`config.mk`:
```
export PLATFORM = sky130hd
export DESIGN_NAME = dcc_ctrl
export DESIGN_NICKNAME = d
export VERILOG_FILES = /design/src/design/dcc_pkg.sv /design/src/design/dcc_chan.sv /design/src/design/dcc_ctrl.sv
export SDC_FILE = /design/constraint.sdc
export NUM_CORES = 2
export LEC_CHECK = 0
export ABC_AREA = 0
export BUFFER_PORTS_ARGS = -buffer_cell sky130_fd_sc_hd__buf_2
export CAP_MARGIN = 20
export CORE_MARGIN = 3
export CORE_UTILIZATION = 35
export DETAILED_ROUTE_END_ITERATION = 10
export GPL_TIMING_DRIVEN = 0
export PLACE_DENSITY = 0.49
export REMOVE_ABC_BUFFERS = 1
export SYNTH_ARGS = -nofsm -noshare
export SYNTH_HDL_FRONTEND = slang
export SYNTH_HIERARCHICAL = 1
export SYNTH_SLANG_ARGS = --single-unit
```
`constraint.sdc`:
```
create_clock -name mclk -period 4.4 [get_ports mclk]
set_input_delay 0.88 -clock mclk [delete_from_list [all_inputs] [get_ports mclk]]
set_output_delay 0.88 -clock mclk [all_outputs]
set_load 0.1 [all_outputs]
```
`src/design/dcc_pkg.sv`:
```
// Package: register map, field layout, reset values and types of the DMA channel control
package dcc_pkg;

	// ----------------------------------------------------------------
	// Sizes
	// ----------------------------------------------------------------
	localparam int unsigned DCC_NUM_CH = 4;
	localparam int unsigned DCC_ADDR_W = 24;

	// ----------------------------------------------------------------
	// Register offsets (byte addresses)
	// ----------------------------------------------------------------
	localparam logic [7:0] DCC_CH_STRIDE    = 8'h20;
	localparam logic [7:0] DCC_OFS_MEM      = 8'h00;
	localparam logic [7:0] DCC_OFS_IO       = 8'h04;
	localparam logic [7:0] DCC_OFS_CNT      = 8'h08;
	localparam logic [7:0] DCC_OFS_MODE     = 8'h0c;
	localparam logic [7:0] DCC_OFS_BLK      = 8'h10;
	localparam logic [7:0] DCC_OFS_CTRL_LOW = 8'h80;
	localparam logic [7:0] DCC_OFS_CH_EN    = 8'h84;
	localparam logic [7:0] DCC_OFS_IRQ_STAT = 8'h88;
	localparam logic [7:0] DCC_OFS_IRQ_MASK = 8'h8c;

	// ----------------------------------------------------------------
	// Field positions
	// ----------------------------------------------------------------
	localparam int unsigned DCC_CTRL_ME1_BIT  = 7;
	localparam int unsigned DCC_CTRL_ME0_BIT  = 6;
	localparam int unsigned DCC_EN_TE_LSB     = 0;
	localparam int unsigned DCC_EN_IE_LSB     = 4;
	localparam int unsigned DCC_MD_XMODE_LSB  = 0;
	localparam int unsigned DCC_MD_WORD_BIT   = 2;
	localparam int unsigned DCC_MD_DOWN_BIT   = 3;
	localparam int unsigned DCC_MD_SINGLE_BIT = 4;
	localparam int unsigned DCC_MD_DIR_BIT    = 5;
	localparam int unsigned DCC_MD_BURST_BIT  = 6;
	localparam int unsigned DCC_MD_REQ_LSB    = 8;

	// ----------------------------------------------------------------
	// Reset values
	// ----------------------------------------------------------------
	localparam logic [1:0]  DCC_ME_RST   = 2'h0;
	localparam logic [3:0]  DCC_TE_RST   = 4'h0;
	localparam logic [3:0]  DCC_IE_RST   = 4'h0;
	localparam logic [3:0]  DCC_MASK_RST = 4'h0;
	localparam logic [15:0] DCC_MODE_RST = 16'h0000;

	// ----------------------------------------------------------------
	// Request source codes
	// ----------------------------------------------------------------
	localparam logic [3:0] DCC_REQ_TXI = 4'h6;
	localparam logic [3:0] DCC_REQ_RXI = 4'h7;
	localparam logic [3:0] DCC_REQ_ADC = 4'h8;
	localparam logic [3:0] DCC_REQ_EXT = 4'h9;

	typedef enum logic [1:0] {
		DCC_XM_SEQ    = 2'b00,
		DCC_XM_IDLE   = 2'b01,
		DCC_XM_REPEAT = 2'b10,
		DCC_XM_BLOCK  = 2'b11
	} dcc_xmode_t;

	typedef enum logic [1:0] {
		DCC_ST_IDLE   = 2'b00,
		DCC_ST_READ   = 2'b01,
		DCC_ST_WRITE  = 2'b10,
		DCC_ST_SINGLE = 2'b11
	} dcc_bus_st_t;

	function automatic dcc_xmode_t dcc_xmode(input logic [15:0] mode);
		return dcc_xmode_t'(mode[DCC_MD_XMODE_LSB +: 2]);
	endfunction : dcc_xmode

	// Burst never applies in block mode
	function automatic logic dcc_burst(input logic [15:0] mode);
		return mode[DCC_MD_BURST_BIT] && (dcc_xmode(mode) != DCC_XM_BLOCK);
	endfunction : dcc_burst

endpackage : dcc_pkg

```
`src/design/dcc_chan.sv`:
```
// Channel engine: configuration, address stepping, counters and request pending state
module dcc_chan
	import dcc_pkg::*;
#(
	parameter int unsigned ADDR_W = DCC_ADDR_W
) (
	input  wire logic              mclk,
	input  wire logic              reset,
	input  wire logic              en,
	input  wire logic              wr_mem,
	input  wire logic              wr_io,
	input  wire logic              wr_cnt,
	input  wire logic              wr_mode,
	input  wire logic              wr_blk,
	input  wire logic [31:0]       wdata,
	input  wire logic              go,
	input  wire logic              req_evt,
	input  wire logic              unit_done,
	output logic      [ADDR_W-1:0] mem_addr,
	output logic      [ADDR_W-1:0] io_addr,
	output logic      [15:0]       cnt_now,
	output logic      [15:0]       blk_now,
	output logic      [15:0]       mode,
	output logic                   want,
	output logic                   end_evt
);

	logic       [ADDR_W-1:0] mem_init_q;
	logic       [ADDR_W-1:0] mem_q;
	logic       [ADDR_W-1:0] io_q;
	logic       [15:0]       cnt_init_q;
	logic       [15:0]       cnt_q;
	logic       [15:0]       blk_q;
	logic       [15:0]       mode_q;
	logic                    pend_q;
	dcc_xmode_t              xmode;

	// ----------------------------------------------------------------
	// Stepping and counting
	// ----------------------------------------------------------------
	assign xmode = dcc_xmode(mode_q);
	wire                is_rep    = (xmode == DCC_XM_REPEAT);
	wire                is_blk    = (xmode == DCC_XM_BLOCK);
	wire                short_cnt = is_rep | is_blk;
	wire                down      = mode_q[DCC_MD_DOWN_BIT];
	wire   [ADDR_W-1:0] step      = mode_q[DCC_MD_WORD_BIT] ? ADDR_W'(2) : ADDR_W'(1);
	wire   [ADDR_W-1:0] mem_step  = (xmode == DCC_XM_IDLE) ? mem_q :
		(down ? mem_q - step : mem_q + step);
	// Count 0 stands for 65536 (full) or 256 (short) units
	wire                last_unit = short_cnt ? (cnt_q[7:0] == 8'h01) : (cnt_q == 16'h0001);
	wire   [15:0]       cnt_dec   = short_cnt ? {cnt_q[15:8], cnt_q[7:0] - 8'h01} :
		cnt_q - 16'h0001;
	wire                blk_end   = is_blk & last_unit & (blk_q == 16'h0001);

	assign end_evt  = unit_done & last_unit & ~is_rep & (~is_blk | blk_end);
	assign want     = go & (dcc_burst(mode_q) | pend_q);
	assign mem_addr = mem_q;
	assign io_addr  = io_q;
	assign cnt_now  = cnt_q;
	assign blk_now  = blk_q;
	assign mode     = mode_q;

	// ----------------------------------------------------------------
	// State
	// ----------------------------------------------------------------
	// Only a unit already in flight moves on while go is low, so a suspended channel resumes in place
	always_ff @(posedge mclk) begin
		if (reset) begin
			mem_init_q <= '0;
			mem_q      <= '0;
			io_q       <= '0;
			cnt_init_q <= 16'h0000;
			cnt_q      <= 16'h0000;
			blk_q      <= 16'h0000;
			mode_q     <= DCC_MODE_RST;
			pend_q     <= 1'b0;
		end else if (en) begin
			if (wr_mem) begin
				mem_init_q <= wdata[ADDR_W-1:0];
				mem_q      <= wdata[ADDR_W-1:0];
			end else if (unit_done) begin
				mem_q <= (is_rep && last_unit) ? mem_init_q : mem_step;
			end
			if (wr_io) begin
				io_q <= wdata[ADDR_W-1:0];
			end
			if (wr_cnt) begin
				cnt_init_q <= wdata[15:0];
				cnt_q      <= wdata[15:0];
			end else if (unit_done) begin
				cnt_q <= (short_cnt && last_unit) ? cnt_init_q : cnt_dec;
			end
			if (wr_mode) begin
				mode_q <= wdata[15:0];
			end
			if (wr_blk) begin
				blk_q <= wdata[15:0];
			end else if (unit_done && is_blk && last_unit) begin
				blk_q <= blk_q - 16'h0001;
			end
			// A new request wins over the clear of the one just served
			pend_q <= (pend_q & ~(unit_done & (~is_blk | last_unit))) | (req_evt & go);
		end
	end
endmodule : dcc_chan

```
`src/design/dcc_ctrl.sv`:
```
// Top level: register slave, master enables, request routing and bus sequencer of DMA channels
// Operation
// - Channel pair 1 transfers only while its master and transfer enables are both one.
// - NMI during a burst clears master enable, halts transfer, releases the bus.
// - Writing master enable to one again resumes the halted burst transfer.
// - In block mode NMI leaves master enable alone and transfer continues.
// - Master enable resets to zero, clears on zero write, sets after read-zero-then-write-one.
// - Dual address: each request moves one unit (one block in block mode), read at source, write at destination.
// - Sequential steps the address by one or two; idle keeps it; counts to 65536.
// - Repeat mode reloads start address and count after 1 to 256 transfers.
// - Single address moves a unit in one cycle, device picked by acknowledge strobe.
// - Four independent channels; external request and single address on B channels only.
// - Requests come from six timers, serial send/receive done, A/D end or pin.
// - Block counter drops per block; at zero transfer enable clears and transfer stops.
// - Block end with end interrupt enable set raises an interrupt request.
//
// The Avalon-MM interface to the registers and the address map were chosen for this implementation.
module dcc_ctrl
	import dcc_pkg::*;
#(
	parameter int unsigned ADDR_W = DCC_ADDR_W
) (
	input  wire logic              mclk,
	input  wire logic              reset,
	input  wire logic              en,
	input  wire logic [7:0]        avs_address,
	input  wire logic              avs_read,
	input  wire logic              avs_write,
	input  wire logic [31:0]       avs_writedata,
	output logic      [31:0]       avs_readdata,
	output logic                   avs_waitrequest,
	output logic                   irq,
	input  wire logic              nmi_pin,
	input  wire logic              ext_req_pin,
	input  wire logic [5:0]        timer_req,
	input  wire logic              serial_tx_done,
	input  wire logic              serial_rx_done,
	input  wire logic              adc_done,
	output logic                   bus_req,
	input  wire logic              bus_grant,
	output logic      [ADDR_W-1:0] sys_addr,
	output logic                   sys_read,
	output logic                   sys_write,
	output logic                   sys_word,
	output logic      [15:0]       sys_wdata,
	input  wire logic [15:0]       sys_rdata,
	input  wire logic              sys_done,
	output logic                   transfer_ack_strobe
);

	function automatic logic reg_hit(input logic [7:0] addr, input int unsigned ch,
		input logic [7:0] ofs);
		return addr == (DCC_CH_STRIDE * 8'(ch) + ofs);
	endfunction : reg_hit

	// External request only reaches B channels
	function automatic logic req_pick(input logic [15:0] mode, input logic [15:0] evts,
		input logic is_b);
		logic [3:0] sel;
		sel = mode[DCC_MD_REQ_LSB +: 4];
		return (sel == DCC_REQ_EXT && !is_b) ? 1'b0 : evts[sel];
	endfunction : req_pick

	function automatic logic [1:0] first_set(input logic [3:0] v);
		return v[0] ? 2'd0 : v[1] ? 2'd1 : v[2] ? 2'd2 : 2'd3;
	endfunction : first_set

	logic        [2:0]        nmi_s_q;
	logic        [2:0]        ext_s_q;
	logic                     nmi_lvl_q;
	logic                     ext_lvl_q;
	logic                     wait_q;
	logic        [31:0]       rdata_q;
	logic        [31:0]       rd_mux;
	logic        [1:0]        me_q;
	logic        [1:0]        armed_q;
	logic        [3:0]        te_q;
	logic        [3:0]        ie_q;
	logic        [3:0]        stat_q;
	logic        [3:0]        mask_q;
	logic                     irq_q;
	dcc_bus_st_t              st_q;
	logic        [1:0]        cur_q;
	logic                     bus_req_q;
	logic        [ADDR_W-1:0] addr_q;
	logic                     rd_q;
	logic                     wr_q;
	logic                     word_q;
	logic        [15:0]       wdata_q;
	logic                     ack_q;
	logic        [ADDR_W-1:0] mem_a [DCC_NUM_CH];
	logic        [ADDR_W-1:0] io_a [DCC_NUM_CH];
	logic        [15:0]       cnt_a [DCC_NUM_CH];
	logic        [15:0]       blk_a [DCC_NUM_CH];
	logic        [15:0]       mode_a [DCC_NUM_CH];
	logic        [3:0]        want_v;
	logic        [3:0]        end_v;
	logic        [3:0]        burst_v;

	// ----------------------------------------------------------------
	// Pin synchronisers
	// ----------------------------------------------------------------
	wire nmi_rise = nmi_s_q[1] & nmi_s_q[2] & ~nmi_lvl_q;
	wire ext_rise = ext_s_q[1] & ext_s_q[2] & ~ext_lvl_q;

	always_ff @(posedge mclk) begin
		if (reset) begin
			nmi_s_q   <= 3'h0;
			ext_s_q   <= 3'h0;
			nmi_lvl_q <= 1'b0;
			ext_lvl_q <= 1'b0;
		end else if (en) begin
			nmi_s_q <= {nmi_s_q[1:0], nmi_pin};
			ext_s_q <= {ext_s_q[1:0], ext_req_pin};
			if (nmi_s_q[1] == nmi_s_q[2]) nmi_lvl_q <= nmi_s_q[1];
			if (ext_s_q[1] == ext_s_q[2]) ext_lvl_q <= ext_s_q[1];
		end
	end

	// ----------------------------------------------------------------
	// Register slave
	// ----------------------------------------------------------------
	// One wait cycle per access keeps readdata and waitrequest on flip-flops
	wire        rd_go    = en & avs_read & ~wait_q;
	wire        wr_go    = en & avs_write & ~wait_q;
	wire        wr_ctrl  = wr_go & (avs_address == DCC_OFS_CTRL_LOW);
	wire        rd_ctrl  = rd_go & (avs_address == DCC_OFS_CTRL_LOW);
	wire        wr_chen  = wr_go & (avs_address == DCC_OFS_CH_EN);
	wire        wr_stat  = wr_go & (avs_address == DCC_OFS_IRQ_STAT);
	wire        wr_mask  = wr_go & (avs_address == DCC_OFS_IRQ_MASK);
	wire [1:0]  rd_ch    = avs_address[6:5];
	wire [4:0]  reg_ofs  = avs_address[4:0];
	wire [7:0]  ctrl_rd  = (8'(me_q[1]) << DCC_CTRL_ME1_BIT) | (8'(me_q[0]) << DCC_CTRL_ME0_BIT);
	wire [1:0]  me_wbit  = {avs_writedata[DCC_CTRL_ME1_BIT], avs_writedata[DCC_CTRL_ME0_BIT]};
	wire [3:0]  te_wr    = avs_writedata[DCC_EN_TE_LSB +: 4];
	wire [1:0]  nmi_stop = {nmi_rise & me_q[1] & |(burst_v[3:2] & te_q[3:2]),
		nmi_rise & me_q[0] & |(burst_v[1:0] & te_q[1:0])};
	wire [1:0]  me_set   = {2{wr_ctrl}} & me_wbit & armed_q;
	wire [1:0]  me_clr   = ({2{wr_ctrl}} & ~me_wbit) | nmi_stop;

	always_comb begin
		rd_mux = 32'h0;
		if (avs_address == DCC_OFS_CTRL_LOW) begin
			rd_mux = 32'(ctrl_rd);
		end else if (avs_address == DCC_OFS_CH_EN) begin
			rd_mux = 32'({ie_q, te_q});
		end else if (avs_address == DCC_OFS_IRQ_STAT) begin
			rd_mux = 32'(stat_q);
		end else if (avs_address == DCC_OFS_IRQ_MASK) begin
			rd_mux = 32'(mask_q);
		end else if (!avs_address[7]) begin
			if (reg_ofs == DCC_OFS_MEM[4:0]) rd_mux = 32'(mem_a[rd_ch]);
			else if (reg_ofs == DCC_OFS_IO[4:0]) rd_mux = 32'(io_a[rd_ch]);
			else if (reg_ofs == DCC_OFS_CNT[4:0]) rd_mux = 32'(cnt_a[rd_ch]);
			else if (reg_ofs == DCC_OFS_MODE[4:0]) rd_mux = 32'(mode_a[rd_ch]);
			else if (reg_ofs == DCC_OFS_BLK[4:0]) rd_mux = 32'(blk_a[rd_ch]);
		end
	end

	always_ff @(posedge mclk) begin
		if (reset) begin
			wait_q  <= 1'b1;
			rdata_q <= 32'h0;
		end else if (en) begin
			wait_q <= ~((avs_read | avs_write) & wait_q);
			if (avs_read && wait_q) rdata_q <= rd_mux;
		end
	end

	// ----------------------------------------------------------------
	// Enables and interrupt
	// ----------------------------------------------------------------
	// NMI clear wins over a software set in the same cycle
	always_ff @(posedge mclk) begin
		if (reset) begin
			me_q    <= DCC_ME_RST;
			armed_q <= 2'h0;
			te_q    <= DCC_TE_RST;
			ie_q    <= DCC_IE_RST;
			stat_q  <= 4'h0;
			mask_q  <= DCC_MASK_RST;
			irq_q   <= 1'b0;
		end else if (en) begin
			me_q    <= (me_q | me_set) & ~me_clr;
			armed_q <= rd_ctrl ? ~me_q : (wr_ctrl ? 2'h0 : armed_q);
			te_q    <= (wr_chen ? te_wr : te_q) & ~end_v;
			if (wr_chen) ie_q <= avs_writedata[DCC_EN_IE_LSB +: 4];
			if (wr_mask) mask_q <= avs_writedata[3:0];
			stat_q  <= (stat_q & ~({4{wr_stat}} & avs_writedata[3:0])) | (end_v & ie_q);
			irq_q   <= |(stat_q & mask_q);
		end
	end

	// ----------------------------------------------------------------
	// Channels
	// ----------------------------------------------------------------
	wire [15:0] evts = {6'h0, ext_rise, adc_done, serial_rx_done, serial_tx_done, timer_req};
	wire        fin  = (st_q == DCC_ST_WRITE || st_q == DCC_ST_SINGLE) && sys_done;
	wire [3:0]  done_v = fin ? (4'h1 << cur_q) : 4'h0;

	for (genvar c = 0; c < DCC_NUM_CH; c++) begin : g_ch
		wire go = me_q[c / 2] & te_q[c];
		assign burst_v[c] = dcc_burst(mode_a[c]);
		dcc_chan #(
			.ADDR_W (ADDR_W)
		) u_chan (
			.mclk      (mclk),
			.reset     (reset),
			.en        (en),
			.wr_mem    (wr_go & reg_hit(avs_address, c, DCC_OFS_MEM)),
			.wr_io     (wr_go & reg_hit(avs_address, c, DCC_OFS_IO)),
			.wr_cnt    (wr_go & reg_hit(avs_address, c, DCC_OFS_CNT)),
			.wr_mode   (wr_go & reg_hit(avs_address, c, DCC_OFS_MODE)),
			.wr_blk    (wr_go & reg_hit(avs_address, c, DCC_OFS_BLK)),
			.wdata     (avs_writedata),
			.go        (go),
			.req_evt   (req_pick(mode_a[c], evts, 1'(c % 2))),
			.unit_done (en & done_v[c]),
			.mem_addr  (mem_a[c]),
			.io_addr   (io_a[c]),
			.cnt_now   (cnt_a[c]),
			.blk_now   (blk_a[c]),
			.mode      (mode_a[c]),
			.want      (want_v[c]),
			.end_evt   (end_v[c])
		);
	end

	// ----------------------------------------------------------------
	// Bus sequencer
	// ----------------------------------------------------------------
	wire [1:0]  pick     = first_set(want_v);
	wire [15:0] pick_md  = mode_a[pick];
	wire        pick_sa  = pick_md[DCC_MD_SINGLE_BIT] & pick[0];
	wire        pick_dir = pick_md[DCC_MD_DIR_BIT];
	wire        cur_dir  = mode_a[cur_q][DCC_MD_DIR_BIT];
	wire        start    = en & (st_q == DCC_ST_IDLE) & (|want_v) & bus_grant & bus_req_q;

	// The unit in flight always completes; an NMI stop takes effect between units
	always_ff @(posedge mclk) begin
		if (reset) begin
			st_q      <= DCC_ST_IDLE;
			cur_q     <= 2'd0;
			bus_req_q <= 1'b0;
			addr_q    <= '0;
			rd_q      <= 1'b0;
			wr_q      <= 1'b0;
			word_q    <= 1'b0;
			wdata_q   <= 16'h0000;
			ack_q     <= 1'b0;
		end else if (en) begin
			case (st_q)
				DCC_ST_IDLE: begin
					bus_req_q <= |want_v;
					if (start) begin
						cur_q  <= pick;
						word_q <= pick_md[DCC_MD_WORD_BIT];
						addr_q <= (pick_sa || !pick_dir) ? mem_a[pick] : io_a[pick];
						if (pick_sa) begin
							st_q  <= DCC_ST_SINGLE;
							rd_q  <= ~pick_dir;
							wr_q  <= pick_dir;
							ack_q <= 1'b1;
						end else begin
							st_q <= DCC_ST_READ;
							rd_q <= 1'b1;
						end
					end
				end
				DCC_ST_READ: begin
					if (sys_done) begin
						st_q    <= DCC_ST_WRITE;
						rd_q    <= 1'b0;
						wr_q    <= 1'b1;
						wdata_q <= sys_rdata;
						addr_q  <= cur_dir ? mem_a[cur_q] : io_a[cur_q];
					end
				end
				default: begin
					if (sys_done) begin
						st_q  <= DCC_ST_IDLE;
						rd_q  <= 1'b0;
						wr_q  <= 1'b0;
						ack_q <= 1'b0;
					end
				end
			endcase
		end
	end

	assign avs_readdata        = rdata_q;
	assign avs_waitrequest     = wait_q;
	assign irq                 = irq_q;
	assign bus_req             = bus_req_q;
	assign sys_addr            = addr_q;
	assign sys_read            = rd_q;
	assign sys_write           = wr_q;
	assign sys_word            = word_q;
	assign sys_wdata           = wdata_q;
	assign transfer_ack_strobe = ack_q;
endmodule : dcc_ctrl

```
# Word level (Yosys, flattened, before mapping)
# Cells that the tools add are included.
# totals
output_inout_bits,79
ramBits,0
mem_count,0
latchBits,0
rom_bits,0
reg_bits,659
wordCells,534
# classes
magnitude_cmp,7
eq_ne,73
shifts,1
n_addsub,20
n_mux,133
bitwise_logic,149
multipliers,0
div_mod_pow,0
reduce_logical,93
# op_table
op,n
24-bit 2-to-1 mux,43
16-bit 2-to-1 mux,33
24-bit binary-select mux with 2-bit select,6
16-bit binary-select mux with 2-bit select,5
"16-bit by 1-bit equality test with 1-bit output, second input constant",8
"16-bit by 1-bit subtractor with 16-bit output, second input constant",8
24-bit adder,4
24-bit subtractor,4
1-bit bitwise AND,87
"8-bit by 7-bit equality test with 1-bit output, second input constant",10
2-bit AND reduction,31
24-bit one-hot mux with 2 select lines,1
"8-bit by 6-bit equality test with 1-bit output, second input constant",5
3-bit AND reduction,11
"8-bit by 1-bit equality test with 1-bit output, second input constant",4
"8-bit equality test, second input constant",4
"8-bit by 1-bit subtractor with 8-bit output, second input constant",4
2-bit nonzero test,15
2-bit 2-to-1 mux,12
6-bit 2-to-1 mux,4
"3-bit by 2-bit inequality test with 1-bit output, second input constant",8
1-bit logical AND,22
1-bit OR,21
4-bit bitwise AND,5
36 further kinds,121

# Longest topological paths before layout
# logic_depth
ltp_word,16
depth_mapped,14
ltp_nobuf,13

# Hierarchy
# The synthesis kept the hierarchy.
# by_module_without_submodules
mod,n_inst,cells_per_inst,area_each_um2
dcc_chan at g_ch[1].u_chan ...,2,1042,7592.3
dcc_ctrl,1,1114,10948.0
dcc_chan at g_ch[3].u_chan,1,1012,7543.5
dcc_chan at g_ch[0].u_chan,1,1025,7508.5

# Worst setup path before layout
# OpenSTA, ideal clock, no wires.
# synth_path
kind,in2reg
start,in avs_address[5]
end,reg g_ch[3].u_chan.mem_q[14]
path_slack_ps,1067
required_time_ps,4282
arrival_ps,3215
cell_stages,13
cell_sequence,buf_2 buf_4 buf_4 buf_2 nand3_1 nor2_1 clkbuf_1 o21a_1 clkbuf_1 nand2_1 or3_1 mux2i_1 nor3_1
# synth_via
elab_chain_len,4
# synth_lines
element,line_no,rtl
"start, declared",dcc_ctrl.sv:26,"input wire logic [7:0] avs_address,"
8-bit by 7-bit equality test with 1-bit output *,dcc_ctrl.sv:53,return addr == (DCC_CH_STRIDE * 8'(ch) + ofs);
1-bit bitwise AND *,dcc_ctrl.sv:210,".wr_mem (wr_go & reg_hit(avs_address, c, DCC_OFS_MEM)),"
3-bit by 2-bit inequality test with 1-bit output (no source line) or 2-bit nonzero test (tied branches),-,
3-bit AND reduction (no source line),-,
"end signal, assigned",dcc_chan.sv:80,mem_q <= wdata[ADDR_W-1:0];
"end signal, assigned",dcc_chan.sv:82,mem_q <= (is_rep && last_unit) ? mem_init_q : mem_step;
"end, declared",dcc_chan.sv:29,logic [ADDR_W-1:0] mem_q;
# Every way passes the cells marked *; elsewhere a longest branch is shown, timed or not.
# A chain may end at the register's enable or synchronous reset.

# Worst setup path in the final report
# layout_path
start,in en
end,reg g_ch[0].u_chan.mem_q[23]
# layout_via
elab_chain_len,5
# layout_lines
element,line_no,rtl
"start, declared",dcc_ctrl.sv:25,"input wire logic en,"
1-bit bitwise AND (2 in a row),dcc_ctrl.sv:125,wire wr_go = en & avs_write & ~wait_q;
1-bit bitwise AND,dcc_ctrl.sv:210,
3-bit by 2-bit inequality test with 1-bit output (no source line) or 2-bit nonzero test (tied branches),-,
3-bit AND reduction (no source line),-,
"end signal, assigned",dcc_chan.sv:80,
"end signal, assigned",dcc_chan.sv:82,
"end, declared",dcc_chan.sv:29,
# Parallel ways exist; a longest one is shown, timed or not.

==> impl_metrics.toml <==
[layout]
drive_above_1_share_pct = 12.3
syn2layout_area_growth_pct = 12.6
final_nets = 5329
fillers = 11887

[sta]
slew_headroom_pct = 21.4
holdWs_ps = 447
final_hold_viol_count = 0
rsz0062_at_grt = "no"
worstMarginPinSlew_ps = 1180
fmax_mhz = 235
period_minus_slack_ps = 4250
period_share_pct = 96.7
skew_ps = 50.0
slew_violations = 0
setup_viol = 0
fin_setup_tns_ps = 0

[yosys]
yosysSeqAreaShare_pct = 31.6
synthFlopType = "dfxtp_1"
syn-cell-area_mm2 = 0.0412
synth_edf_count = 0
ys_async_sr_fraction_pct = 0
synth_cell_types = 99
syn_inst = 5235
ys_warn_count = 6
ys_ff_latch = 651
synth_area_per_cell_um2 = 7.87

[clock_network]
cts_max_level = 3
cts_root_buf = "clkbuf_16"
numCtsBuffers = 82
cts_tree = "done"
cts_hold_buffers = 0
clkTransAtPathRegs_ps = 50
clk-insertion-delay-late_ps = 680
cts_setup_buffers = 0
clockBufferDepth = 3
cts_sinks = 651

[route]
ant_nets = 0
routed_wl_um = 164000
via_per_inst = 5.87
drt_iter0_drc = 3802
routedWlPerCell_um = 24.3
drc = 0
drt_first_pass_iters = 6
vias = 39546

[grt]
overflow = 0
track_usage_pct = 25.9
grt_pass1_wl_um = 242000
grt_max_degree = 144
grt_pass1_vias = 36582
antenna_found_initial = 11

[placement]
gp_congestion = 0.905
dp_hpwl_um = 111000
io_buffers = 136

[critical_path]
reg2reg_depth = 8
cp_data_arrival_time_ps = 4790
ff2ff_setup_slack_ps = 350
critPathLaunchType = "input port"
cp_max_fo = 90
critPathLaunch = "en"
crit_path_end_kind = "flop"
critPathRequiredTime_ps = 4930
r2r-end = "sys_addr[14]"
r2r_start = "g_ch[2].u_chan/mode[1]"
cp-endpoint = "g_ch[0].u_chan/mem_addr[23]"
crit_type = "in -> reg"

[floorplanning]
die_w_um = 349
die-height_um = 349
fp.coreArea_mm2 = 0.117
rows = 125
dieArea_mm2 = 0.122
initial_utilization_pct = 35.3
ioPinCount = 153

[pwr]
power_leakage_nw = 16.2
powerDensity_mw_per_mm2 = 297
ir_worst_vdd_uv = 293

[run]
maxCapViolations = 0

[hold_path]
hold_class = "reg -> reg"

[outcome]
status = "finished, final reports clean"
## timing repair
item | 4_1_cts | 5_1_grt
setup endpoints to repair | 6 | 20
pin swaps | 0 | 1
resized for setup | 2 | 7
## layout by cell type, fill, tap and decap left out, types with 33 or more instances in the layout
master     netlist  layout
a22oi_1         79      79
o211ai_1        56      56
nand2b_1        45      45
o21ai_1         54      53
nor3_1          84      82
buf_2           59     134
and3_1          35      35
or3_1           57      57
a21o_1          33      33
dfxtp_1        651     649
inv_1          125     125
nor2_1         436     417
xnor2_1         66      66
clkbuf_16        0      84
a21oi_1        714     713
nand3_1         80      79
xor2_1          39      39
ha_1           110     110
o21ai_0        234     233
a211oi_1       106     106
mux4_2         175     175
mux2i_1        107     107
nand2_1       1037    1034
## power breakdown
group	total (W)	internal [W]	switching (W)	leakage (nW)
logic	0.000642	0.000136	0.000506	9.52
clock network	0.00723	0.00434	0.00288	1.41
registers	0.00591	0.00590	0.00000855	5.24
total	0.0138	0.0104	0.00340	16.2
## metal layers
layer  part of all wire [%]  up-vias  wire [µm]  global-route usage [%]
met4                    2.6        4       4330                    7.75
met1                     46    19302      75700                    37.3
li1                       -    18635          -                       -
met5                  0.019        -         31                       0
met3                    7.9      190      12900                    5.03
met2                     43     1415      70700                    39.2
## how the worst min path moves through the flow
stage                               endpoint  slack, ps  cells past startpoint                     startpoint
3_3_place_gp   g_ch[3].u_chan/mem_init_q[10]        440                      2  g_ch[3].u_chan/mem_init_q[10]
2_1_floorplan  g_ch[3].u_chan/mem_init_q[10]        430                      2  g_ch[3].u_chan/mem_init_q[10]
4_1_cts                        sys_wdata[12]        420                      3                  sys_rdata[12]
6_report                    avs_readdata[11]        450                      2               avs_readdata[11]
5_1_grt                        sys_wdata[12]        450                      3                  sys_rdata[12]
3_5_place_dp                avs_readdata[11]        440                      2               avs_readdata[11]
## critical path, cell delays in order
cell      delay (ps)
buf_6            280
buf_16           340
and3_1           500
nor3b_2          600
nand2_1          440
or3_1            690
nor2_2           410
nand4b_1         140
mux2i_1          150
a211oi_1          60
o41a_1           140
## cell type report
type / instances / area, µm² / share of cell area (%)
repair buffers: 200 / 1920 / 4.14
clock buffers: 122 / 2450 / 5.29
well taps: 1524 / 1910 / 4.11
inverters: 129 / 488 / 1.05
multi-input cells: 4077 / 26200 / 56.4
clock inverters: 29 / 398 / 0.858
flip-flops and latches: 651 / 13000 / 28.1
diodes: 3 / 7.51 / 0.0162
## synth_stat cells, types with 19 or more instances
master / number / area [µm²]
nand2_1: 1037 / 3890
a21oi_1: 714 / 3570
dfxtp_1: 651 / 13000
nor2_1: 436 / 1640
clkbuf_1: 279 / 1050
o21ai_0: 234 / 1170
mux4_2: 175 / 3940
inv_1: 125 / 469
ha_1: 110 / 1380
mux2i_1: 107 / 1070
a211oi_1: 106 / 796
nor3_1: 84 / 420
nand3_1: 80 / 400
a22oi_1: 79 / 593
xnor2_1: 66 / 578
buf_2: 59 / 295
or3_1: 57 / 357
o211ai_1: 56 / 420
o21ai_1: 54 / 270
nand2b_1: 45 / 282
xor2_1: 39 / 342
and3_1: 35 / 219
and2_1: 34 / 213
nor2b_1: 34 / 213
a21o_1: 33 / 248
a31oi_1: 30 / 188
nand3b_1: 30 / 225
o21a_1: 29 / 218
mux2_2: 28 / 315
nor4_1: 27 / 169
nand4_1: 26 / 163
buf_4: 22 / 165
a311oi_1: 21 / 184
a22o_1: 19 / 166
## kinds of logic (layout without fill, tap and decap cells)
logic type	after synthesis	after routing	synth area share (%)
and+or+nand+nor	2000	2000	21.7
AOI/OAI and AO/OA	1540	1540	22.7
muxes	310	310	12.9
adders and majority gates	114	114	3.54
DFF	651	651	31.6
xor gates and xnor gates	105	105	2.23
buffers and inverters	514	480	5.31
other	1	11	0.00911
## through the flow
stage	area, µm²	std cells	util (%)	setup slack, ps	total power [W]
after CTS	46200	6723	39.6	31.8	0.0139
final	46400	6735	39.8	145	0.0138
after detailed placement	43300	6572	37.2	-925	0.00667
after floorplan	39500	4857	-	-1400	0.00620
after global placement	42100	6517	36.1	-14450	0.00664
after global routing	46400	6734	39.8	9.62	0.0142
## sequential cells by signal (all words and copies together) (netlist names), 3 cells and up
| register | cells |
|---|---|
| g_ch.u_chan/pend_q | 4 |
| stat_q | 4 |
| g_ch.u_chan/mode | 64 |
| sys_wdata | 16 |
| nmi_s_q | 3 |
| g_ch.u_chan/blk_now | 64 |
| g_ch.u_chan/mem_addr | 96 |
| te_q | 4 |
| sys_addr | 24 |
| g_ch.u_chan/cnt_now | 64 |
| g_ch.u_chan/cnt_init_q | 64 |
| ie_q | 4 |
| ext_s_q | 3 |
| avs_readdata | 24 |
| g_ch.u_chan/mem_init_q | 96 |
| mask_q | 4 |
| g_ch.u_chan/io_addr | 96 |
No activity file was read; power rests on OpenSTA's default activity.
